<file path="config.mk">
export PLATFORM = sky130hd
export DESIGN_NAME = octal_switch_spi_control
export DESIGN_NICKNAME = d
export VERILOG_FILES = /design/src/verilog/pin_sync.v /design/src/verilog/update_watchdog.v /design/src/verilog/octal_switch_spi_control.v
export VERILOG_INCLUDE_DIRS = /design/src /design/src/verilog
export SDC_FILE = /design/constraint.sdc
export NUM_CORES = 1
export LEC_CHECK = 0
export BUFFER_PORTS_ARGS = -buffer_cell sky130_fd_sc_hd__buf_2
export CAP_MARGIN = 20
export CORE_ASPECT_RATIO = 1.75
export CORE_MARGIN = 1.5
export CORE_UTILIZATION = 64
export DETAILED_ROUTE_END_ITERATION = 6
export HOLD_SLACK_MARGIN = 0.08
export PLACE_DENSITY = 0.83
export SYNTH_ARGS = -nofsm -noshare
export SYNTH_HDL_FRONTEND = slang
export SYNTH_SLANG_ARGS = --single-unit
</file>
<file path="constraint.sdc">
create_clock -name core_clk -period 5.7 [get_ports core_clk]
set_input_delay 0.855 -clock core_clk [delete_from_list [all_inputs] [get_ports core_clk]]
set_output_delay 0.855 -clock core_clk [all_outputs]
set_load 0.01 [all_outputs]
</file>
<file path="src/verilog/octal_switch_regs.vh">
// Constants for the octal switch serial control block
`ifndef OCTAL_SWITCH_REGS_VH
`define OCTAL_SWITCH_REGS_VH

`define FRAME_BITS 8
`define CMD_RESET 8'h00
`define FLT_RESET 8'h00
// Update timeout, least value, in microseconds
`define TIMEOUT_US 272
// Internal refresh interval, in nanoseconds (15 kHz refresh)
`define REFRESH_NS 66667
// Supply-good refresh ceiling, in microseconds
`define SUPPLY_REFRESH_US 120
`define CLK_NS 25
`define TIMEOUT_CYCLES ((`TIMEOUT_US * 1000 + `CLK_NS - 1) / `CLK_NS)
`define REFRESH_CYCLES (`REFRESH_NS / `CLK_NS)
// Minimum output-enable low width, in nanoseconds
`define OE_MIN_NS 1000
`define OE_MIN_CYCLES ((`OE_MIN_NS + `CLK_NS - 1) / `CLK_NS)

`endif

</file>
<file path="src/verilog/pin_sync.v">
// Two-flop synchroniser for a bundle of asynchronous pin inputs
`timescale 1ns/1ps
`default_nettype none

module pin_sync #(
	parameter WIDTH = 1,
	parameter [WIDTH-1:0] IDLE = {WIDTH{1'b0}}
) (
	// Clock and reset
	input wire core_clk,
	input wire rst,
	// Pins in, synchronised levels out
	input wire [WIDTH-1:0] pin_in,
	output reg [WIDTH-1:0] level_out
);

reg [WIDTH-1:0] stage1;

always @(posedge core_clk) begin
	if (rst) begin
		// Reset to the pins' idle levels so no false edge follows reset
		stage1 <= IDLE;
		level_out <= IDLE;
	end else begin
		stage1 <= pin_in;
		level_out <= stage1;
	end
end

endmodule

`default_nettype wire

</file>
<file path="src/verilog/update_watchdog.v">
// Output-stage timeout counter: expires when no update arrives in time
`timescale 1ns/1ps
`default_nettype none

module update_watchdog #(
	parameter COUNT = 10880,
	parameter WIDTH = 16
) (
	// Clock and reset
	input wire core_clk,
	input wire rst,
	// Update strobe in, expiry level out
	input wire kick,
	output reg expired
);

reg [WIDTH-1:0] count;

always @(posedge core_clk) begin
	if (rst) begin
		count <= {WIDTH{1'b0}};
		expired <= 1'b0;
	end else if (kick) begin
		count <= {WIDTH{1'b0}};
		expired <= 1'b0;
	end else if (count >= COUNT[WIDTH-1:0] - 1'b1) begin
		expired <= 1'b1;
	end else begin
		count <= count + 1'b1;
	end
end

endmodule

`default_nettype wire

</file>
<file path="src/verilog/octal_switch_spi_control.v">
// Serial control, watchdog and fault logic of an eight-channel switch
`timescale 1ns/1ps
`default_nettype none
`include "octal_switch_regs.vh"

// What this block does
// - Eight-bit frames, channel seven sent first
// - Fault frame, one bit per channel, one=fault
// - Input sampled on serial clock rising edges
// - Output changes on serial clock falling edges
// - First fault bit driven when select falls
// - Serial output released while select and enable high
// - Shift only while select is low
// - Select fall captures faults, pauses refresh
// - Select rise applies received command bits
// - Longer streams: last eight applied, rest passed
// - Chained bits leave after eighth clock
// - Transaction end updates outputs, restarts timeout
// - Timeout without update switches outputs off
// - Periodic refresh also restarts the timeout
// - Output enable low clears, forces off, output low
// - After enable, outputs off until new command
// - Fault when bit count not multiple of eight
// - Transfer error flags fault, keeps outputs
// - Overheated channel flags fault, switches off
// - Supply-good not refreshed while selected
// - Thermal status updated at transfers and refreshes
module octal_switch_spi_control #(
	parameter TIMEOUT_CYCLES = `TIMEOUT_CYCLES,
	parameter REFRESH_CYCLES = `REFRESH_CYCLES,
	parameter OE_MIN_CYCLES = `OE_MIN_CYCLES
) (
	// Clock and reset
	input wire core_clk,
	input wire rst,
	// Serial link pins
	input wire sclk,
	input wire select_n,
	input wire sdi,
	output reg sdo,
	output reg sdo_oe,
	// Output enable pin
	input wire out_enable,
	// Process-stage status inputs
	input wire [7:0] overheat_diag,
	input wire undervoltage_lockout,
	input wire transfer_error,
	// Power outputs
	output reg [7:0] switch_on,
	// Open-drain indications
	output wire fault_n_out,
	output wire fault_n_oe,
	output wire supply_ok_flag_out,
	output wire supply_ok_flag_oe
);

// ==========================================================
// Pin synchronisation
wire [3:0] synced;
// Idle levels: enable high, data low, select high, clock low
pin_sync #(.WIDTH(4), .IDLE(4'hA)) u_sync (
	.core_clk(core_clk),
	.rst(rst),
	.pin_in({out_enable, sdi, select_n, sclk}),
	.level_out(synced)
);
wire sclk_s = synced[0];
wire sel_n_s = synced[1];
wire sdi_s = synced[2];
wire oe_s = synced[3];

reg sclk_d;
reg sel_n_d;
always @(posedge core_clk) begin
	if (rst) begin
		sclk_d <= 1'b0;
		sel_n_d <= 1'b1;
	end else begin
		sclk_d <= sclk_s;
		sel_n_d <= sel_n_s;
	end
end

// ==========================================================
// Edge and limit helpers
function edge_up;
	input prev;
	input now;
	begin
		edge_up = ~prev & now;
	end
endfunction

function edge_down;
	input prev;
	input now;
	begin
		edge_down = prev & ~now;
	end
endfunction

// True on the last cycle of a span of limit cycles
function at_limit;
	input [31:0] count;
	input [31:0] limit;
	begin
		at_limit = (count >= limit - 32'h00000001);
	end
endfunction

wire selected = ~sel_n_s;
wire sel_fall = edge_down(sel_n_d, sel_n_s);
wire sel_rise = edge_up(sel_n_d, sel_n_s);
wire sclk_rise = edge_up(sclk_d, sclk_s) & selected;
wire sclk_fall = edge_down(sclk_d, sclk_s) & selected;

// ==========================================================
// Output-enable width filter
reg [15:0] oe_low_count;
reg oe_active;
always @(posedge core_clk) begin
	if (rst) begin
		oe_low_count <= 16'h0000;
		oe_active <= 1'b0;
	end else if (oe_s) begin
		oe_low_count <= 16'h0000;
		oe_active <= 1'b0;
	end else if (at_limit({16'h0000, oe_low_count}, OE_MIN_CYCLES)) begin
		oe_active <= 1'b1;
	end else begin
		oe_low_count <= oe_low_count + 16'h0001;
	end
end

// ==========================================================
// Shift path: fault bits then command bits out, command bits in
reg [7:0] cmd_shift;
reg [7:0] flt_shift;
reg [7:0] fault_reg;
reg [7:0] thermal_status;
reg [2:0] bit_count;
reg out_bit;

// ==========================================================
// Link phase: fault bits for the first seven falls, chained bits after
localparam LINK_IDLE = 2'b00;
localparam LINK_FAULT = 2'b01;
localparam LINK_CHAIN = 2'b10;
localparam LINK_HELD = 2'b11;

reg [1:0] link_state;
reg [1:0] next_link_state;
reg [2:0] fall_count;
reg [2:0] next_fall_count;

always @* begin
	next_link_state = link_state;
	next_fall_count = fall_count;
	case (link_state)
		LINK_IDLE: begin
			if (sel_fall) begin
				next_link_state = LINK_FAULT;
				next_fall_count = 3'h0;
			end
		end
		LINK_FAULT: begin
			if (~selected) begin
				next_link_state = LINK_IDLE;
			end else if (sclk_fall) begin
				next_fall_count = fall_count + 3'h1;
				if (fall_count == 3'h6) begin
					next_link_state = LINK_CHAIN;
				end
			end
		end
		LINK_CHAIN: begin
			if (~selected) begin
				next_link_state = LINK_IDLE;
			end
		end
		LINK_HELD: begin
			if (~oe_active) begin
				next_link_state = LINK_IDLE;
			end
		end
		default: begin
			next_link_state = LINK_IDLE;
		end
	endcase
	if (oe_active) begin
		next_link_state = LINK_HELD;
	end
end

always @(posedge core_clk) begin
	if (rst) begin
		link_state <= LINK_IDLE;
		fall_count <= 3'h0;
	end else begin
		link_state <= next_link_state;
		fall_count <= next_fall_count;
	end
end

always @(posedge core_clk) begin
	if (rst) begin
		cmd_shift <= `CMD_RESET;
		flt_shift <= `FLT_RESET;
		fault_reg <= `FLT_RESET;
		bit_count <= 3'h0;
		out_bit <= 1'b0;
	end else if (oe_active) begin
		cmd_shift <= `CMD_RESET;
		bit_count <= 3'h0;
		out_bit <= 1'b0;
	end else if (sel_fall) begin
		fault_reg <= thermal_status;
		flt_shift <= {thermal_status[6:0], 1'b0};
		out_bit <= thermal_status[7];
		bit_count <= 3'h0;
	end else begin
		if (sclk_rise) begin
			cmd_shift <= {cmd_shift[6:0], sdi_s};
			bit_count <= bit_count + 3'h1;
		end
		if (sclk_fall) begin
			// Fault bits leave first; from the eighth fall the command bits follow
			if (link_state == LINK_FAULT) begin
				out_bit <= flt_shift[7];
			end else begin
				out_bit <= cmd_shift[7];
			end
			flt_shift <= {flt_shift[6:0], 1'b0};
		end
	end
end

always @(posedge core_clk) begin
	if (rst) begin
		sdo <= 1'b0;
		sdo_oe <= 1'b0;
	end else begin
		sdo_oe <= selected | oe_active;
		sdo <= oe_active ? 1'b0 : out_bit;
	end
end

// ==========================================================
// Inter-stage transfer, refresh and watchdog
reg [7:0] applied_cmd;
reg [7:0] staged_cmd;
reg frame_error;
reg [31:0] refresh_count;
// Refresh is held off while selected, so a long selection lets the watchdog expire
wire refresh_tick = at_limit(refresh_count, REFRESH_CYCLES) & ~selected;
wire spi_update = sel_rise & ~oe_active;
wire stage_update = (spi_update | refresh_tick) & ~transfer_error;
wire wd_expired;

always @(posedge core_clk) begin
	if (rst) begin
		refresh_count <= 32'h00000000;
	end else if (selected | refresh_tick) begin
		refresh_count <= 32'h00000000;
	end else begin
		refresh_count <= refresh_count + 32'h00000001;
	end
end

update_watchdog #(.COUNT(TIMEOUT_CYCLES), .WIDTH(16)) u_wd (
	.core_clk(core_clk),
	.rst(rst),
	.kick(stage_update),
	.expired(wd_expired)
);

always @(posedge core_clk) begin
	if (rst) begin
		applied_cmd <= `CMD_RESET;
		staged_cmd <= `CMD_RESET;
		frame_error <= 1'b0;
		thermal_status <= `FLT_RESET;
	end else begin
		if (oe_active) begin
			applied_cmd <= `CMD_RESET;
			staged_cmd <= `CMD_RESET;
		end else if (spi_update & ~transfer_error) begin
			applied_cmd <= cmd_shift;
			staged_cmd <= cmd_shift;
		end else if (refresh_tick & ~transfer_error) begin
			applied_cmd <= staged_cmd;
		end
		if (spi_update) begin
			frame_error <= (bit_count != 3'h0);
		end
		if (stage_update) begin
			thermal_status <= overheat_diag;
		end
	end
end

reg supply_low;
always @(posedge core_clk) begin
	if (rst) begin
		supply_low <= 1'b0;
	end else if (stage_update) begin
		supply_low <= undervoltage_lockout;
	end
end

always @(posedge core_clk) begin
	if (rst) begin
		switch_on <= 8'h00;
	end else if (oe_active | wd_expired) begin
		switch_on <= 8'h00;
	end else begin
		switch_on <= applied_cmd & ~overheat_diag;
	end
end

// ==========================================================
// Open-drain indications, driven low when active
wire thermal_fault = |(thermal_status & applied_cmd);
wire link_fault = frame_error | transfer_error;

reg fault_any;
always @(posedge core_clk) begin
	if (rst) begin
		fault_any <= 1'b0;
	end else begin
		fault_any <= thermal_fault | link_fault;
	end
end

assign fault_n_out = 1'b0;
assign fault_n_oe = fault_any;
assign supply_ok_flag_out = 1'b0;
assign supply_ok_flag_oe = supply_low;

endmodule

`default_nettype wire

</file>
Word-level counts from Yosys, hierarchy flattened
Cells that the tools add are included.

Input bits: 16. Output and inout port bits: 14. Flip-flop bits (word level): 138. Word-level logic and storage cells: 104.

Bitwise operators: 27. Muxes and demuxes: 18. $add $sub $neg: 5. Reduce and logical (&&, ||, !) cells: 16. Magnitude comparators: 3. Eq/ne operators: 11.

Operators by type and width (number): adder 16 x 1 -> 16 bit (second input constant) (2); adder 32 x 1 -> 32 bit (second input constant) (1); >= comparator 32 x 12 -> 1 bit (second input constant) (1); 2-to-1 mux 8 bit (4); AND 8 bit (2); >= comparator 16 x 14 -> 1 bit (second input constant) (1); >= comparator 16 x 6 -> 1 bit (second input constant) (1); 2-to-1 mux 2 bit (6); AND 1 bit (11); OR reduction 2 bit (5); 2-to-1 mux 3 bit (3); inequality test 4 x 3 -> 1 bit (second input constant) (2); NOT 8 bit (1); case mux 2 bit (4 select lines) (1); AND reduction 4 bit (2); OR reduction 8 bit (1); NOT 1 bit (7); adder 3 x 1 -> 3 bit (second input constant) (2); inequality test 2 bit (second input constant) (3); OR 1 bit (6); case mux 3 bit (2 select lines) (1); nonzero test 2 bit (3); == test 2 bit (second input constant) (2); AND reduction 2 bit (2); other kinds (8) (10).

Longest topological paths before layout
Depth in word-level cells: 7. Gate-level depth with buffers: 8. Depth with buffers taken out: 7.

Cells and area by module
A second synthesis with hierarchy kept.

Cells, all modules: 549. Area, all modules: 5285.1 um2.

Modules (own cells, without submodules): octal_switch_spi_control (sequential area each 2242.2 um2, cells each 435, area an instance 4199.0 um2, instances 1); update_watchdog (sequential area each 340.3 um2, cells each 98, area an instance 875.8 um2, instances 1); pin_sync (sequential area each 160.2 um2, cells each 16, area an instance 210.2 um2, instances 1).

Worst setup path before layout
No wires, ideal clock.

Path type: register to register. Start: register refresh_count[0]. End: register applied_cmd[4]. Setup slack: 3752 ps. Data arrival time: 1827 ps. Required time: 5579 ps. Path buffers: 1. Clock period less this slack: 1948 ps. Library setup time: 121 ps. Stages on the path, launching flop included: 9. Cells stage by stage: dfxtp_1 inv_1 ha_1 nor3b_1 o21ai_0 nand4_1 a21oi_2 buf_6 mux2_4.

Cells in the longest elaborated chain, start to end: 4.

Ends and longest elaborated chain: start: declaration (RTL line octal_switch_spi_control.v:253) `reg [31:0] refresh_count;`; start signal: assignment (RTL line octal_switch_spi_control.v:266) `refresh_count <= refresh_count + 32'h00000001;`; >= comparator 32 x 12 -> 1 bit (RTL line octal_switch_spi_control.v:107) `at_limit = (count >= limit - 32'h00000001);`; AND 1 bit (RTL line octal_switch_spi_control.v:255) `wire refresh_tick = at_limit(refresh_count, REFRESH_CYCLES) & ~selected;`; AND 1 bit (RTL line octal_switch_spi_control.v:290) `end else if (refresh_tick & ~transfer_error) begin`; nonzero test 2 bit (no source line); end signal: assignment (RTL line octal_switch_spi_control.v:285) `` applied_cmd <= `CMD_RESET; ``; end signal: assignment (RTL line octal_switch_spi_control.v:288) `applied_cmd <= cmd_shift;`; end signal: assignment (RTL line octal_switch_spi_control.v:291) `applied_cmd <= staged_cmd;`; end: declaration (RTL line octal_switch_spi_control.v:250) `reg [7:0] applied_cmd;`.

No other way between the ends. A chain may end at the register's enable or synchronous reset.

Worst setup path in the final report
Start: register refresh_count[0]. End: register applied_cmd[2].

Same word-level chain as after synthesis.

==> flow_metrics.tcl <==
set metrics [dict create \
    status "complete, no violations" \
    die_w_um 70.9 \
    ir_drop_mv 0.364 \
    hold_depth 1 \
    start_kind "register" \
    rr_startpoint "refresh_count[0]$_SDFF_PP0_" \
    drive_gt1_frac 0.138 \
    firstDrtPassIters 5 \
    period_share 0.421 \
    place_congestion 0.840 \
    rows 43 \
    yosys.area_share.xor_xnor 0.0391 \
    synth_area_per_cell_um2 9.67 \
    via_count 3858 \
    synth.cell_area_mm2 0.00516 \
    fill_cells 511 \
    post-cts-setup-buffers 0 \
    postRouteAntennaNets 0 \
    synth-adder-area-share 0.0218 \
    htree_levels 4 \
    reg2reg_slack_ns 3.30 \
    synth_compound_area_frac 0.0927 \
    grt_pass1_vias 3787 \
    synthCells 533 \
    synth.top_cell.area_share 0.532 \
    hold_viol_final 0 \
    synthMuxAreaShare 0.0437 \
    grt_pass1_wl_mm 16.6 \
    cp-end-kind "register" \
    clockRootBuffer "clkbuf_16" \
    remaining_drc_errors 0 \
    ys_seq_area_frac 0.532 \
    yosys.area_share.simple 0.240 \
    cts.repair.resized 0 \
    core_mm2 0.00786 \
    antenna_found_initial 0 \
    ff2ff_path_depth 8 \
    hpwlAfterDp_mm 6.52 \
    synthArstFlopShare 0 \
    setup-tns-final_ns 0 \
    p_leak_uw 0.00228 \
    path_clk_slew_ns 0.06 \
    track_usage 0.245 \
    cts_buffer_depth 2 \
    synthToLayoutAreaGrowth_pct 17.2 \
    drv_cap 0 \
    tritoncts "yes" \
    cts_sinks 137 \
    synth-seq-cells 137 \
    yosysWarnings 0 \
    maxSlewViolCount 0 \
    timing.critical_path.arrival_ns 2.70 \
    finalNetCount 602 \
    worstHoldStart "u_sync.stage1[1]$_SDFF_PP1_" \
    tightest_slew_ns 0.884 \
    cts_hold_buf 0 \
    drtIter0Drc 267 \
    die_h_um 122 \
    fmax_mhz 416 \
    wl_per_cell_um 14.8 \
    relSlewSlack 0.406 \
    numCtsBuffers 17 \
    hold_end "u_sync.level_out[1]$_SDFF_PP1_" \
    rsz0062_at_grt "false" \
    final_util 0.769 \
    setup_viol 0 \
    rr_endpoint "applied_cmd[2]$_SDFFE_PP0P_" \
    start_util 0.656 \
    ios 30 \
    routed_via_density 5.68 \
    yosysMostFrequentCell "dfxtp_1" \
    grt_max_degree 67 \
    ys.flop_type "dfxtp_1" \
    clkLatencyLatePin_ns 0.42 \
    hp-class "reg2reg" \
    seqCellArea_mm2 0.00274 \
    synth_edf_count 0 \
    finClkSkew_ns 0.00478 \
    worstPathMaxFanout 25 \
    ys_top_cells_by_area "dfxtp_1, nand2_1, nand2b_1" \
    synthDistinctLibCells 53 \
    required_ns 6.00 \
    routed_wl_mm 10.0 \
    yosysTopAreaCell "dfxtp_1" \
    multi_input_area_mm2 0.00234 \
    overflow 0 \
    synth_top_family_by_area "simple AND/OR/NAND/NOR gates" \
    io_buffer_count 27 \
    p_per_area_mw_per_mm2 369 \
    worst-setup-path-type "reg2reg" \
    dieArea_mm2 0.00863 \
    yosys-top-cells-count "dfxtp_1, nand2_1, nor2_1" \
    fin_crit_ns 2.40 \
    antenna_cells 0 \
]
critical path: stages, from the launching register on:
cell and delay (ns):
dfxtp_1 0.41, inv_1 0.07, ha_1 0.20, nor3b_1 0.14
o21ai_0 0.19, nand4_1 0.23, a21oi_4 0.44, buf_12 0.25
mux2_2 0.36
worst max-delay path by stage:
stage / start / to
global placement: refresh_count[0]$_SDFF_PP0_ / applied_cmd[1]$_SDFFE_PP0P_
finish: refresh_count[0]$_SDFF_PP0_ / applied_cmd[2]$_SDFFE_PP0P_
CTS: refresh_count[0]$_SDFF_PP0_ / applied_cmd[2]$_SDFFE_PP0P_
detailed placement: refresh_count[0]$_SDFF_PP0_ / applied_cmd[2]$_SDFFE_PP0P_
floorplan: refresh_count[0]$_SDFF_PP0_ / applied_cmd[4]$_SDFFE_PP0P_
global route: refresh_count[0]$_SDFF_PP0_ / applied_cmd[2]$_SDFFE_PP0P_
flip-flops by register name, summed over array words and instances (netlist names):
| signal | count |
|---|---|
| fault_n_oe | 1 |
| u_sync.stage1 | 4 |
| staged_cmd | 8 |
| flt_shift | 7 |
| link_state | 2 |
| u_sync.level_out | 4 |
| sdo_oe | 1 |
| switch_on | 8 |
| applied_cmd | 8 |
| bit_count | 3 |
| fall_count | 3 |
| supply_ok_flag_oe | 1 |
| u_wd.expired | 1 |
| refresh_count | 32 |
| sclk_d | 1 |
| u_wd.count | 16 |
| oe_active | 1 |
| sel_n_d | 1 |
| cmd_shift | 8 |
| oe_low_count | 16 |
| thermal_status | 8 |
| sdo | 1 |
| out_bit | 1 |
| frame_error | 1 |
metrics by stage:
step / hold slack, ns / std cells / total power (µW) / setup WS (ns) / area (µm²)
finish: 0.406 / 679 / 2230 / 3.30 / 6040
global route: 0.419 / 679 / 2290 / 3.14 / 6040
CTS: 0.408 / 678 / 2240 / 2.92 / 6020
detailed placement: 0.395 / 647 / 1070 / 2.97 / 5380
global placement: 0.395 / 647 / 1060 / 3.06 / 5380
floorplan: 0.389 / 554 / 1050 / 3.75 / 5240
routing by layer:
metal	GRT usage	share of wire	wire (µm)	up-vias
li1	-	-	-	1898
met1	0.256	0.40	3980	1840
met2	0.439	0.53	5340	94
met3	0.0761	0.041	413	26
met4	0.119	0.028	285	0
met5	0	0	0	-
cell families (layout without fill, tap and decap cells):
family,after synthesis,count (layout)
AND/OR/NAND/NOR,237,237
flip-flops,137,137
AO/OA/AOI/OAI,71,71
buffers and inverters,35,70
XOR/XNOR,23,23
multiplexers,20,20
adder cells (fa/ha/maj),9,9
other,1,22
final cells by class:
| type | count | area share |
|---|---|---|
| clock buffers | 19 | 0.0733 |
| clock inverters | 12 | 0.0327 |
| inverters | 10 | 0.00621 |
| multi-input cells | 382 | 0.388 |
| flip-flops and latches | 137 | 0.454 |
| well taps | 90 | 0.0186 |
| repair buffers | 29 | 0.0269 |
report_power, final:
group,switching [µW],internal (µW),leakage (µW)
Sequential,11.5,978,0.00112
Clock,394,784,0.000309
Combinational,36.0,23.9,0.000857
Total,441,1790,0.00228
layout by cell type, fill, tap and decap left out, drive strengths merged, types with 5 or more instances in the layout:
| cell | instances |
|---|---|
| nand3 | 13 |
| conb | 22 |
| nor3b | 12 |
| nor2b | 10 |
| buf | 29 |
| nor2 | 39 |
| and2 | 20 |
| and3 | 5 |
| xnor2 | 9 |
| nor3 | 17 |
| clkbuf | 19 |
| mux2 | 8 |
| dfxtp | 137 |
| nand2 | 60 |
| mux2i | 12 |
| o21ai | 8 |
| inv | 11 |
| nand4 | 9 |
| a211oi | 6 |
| a21oi | 30 |
| or3 | 6 |
| or2 | 7 |
| nor4 | 8 |
| a311oi | 6 |
| xor2 | 14 |
| nand2b | 24 |
| ha | 9 |
| bufinv | 5 |
Power figures use the tool's default switching activity.
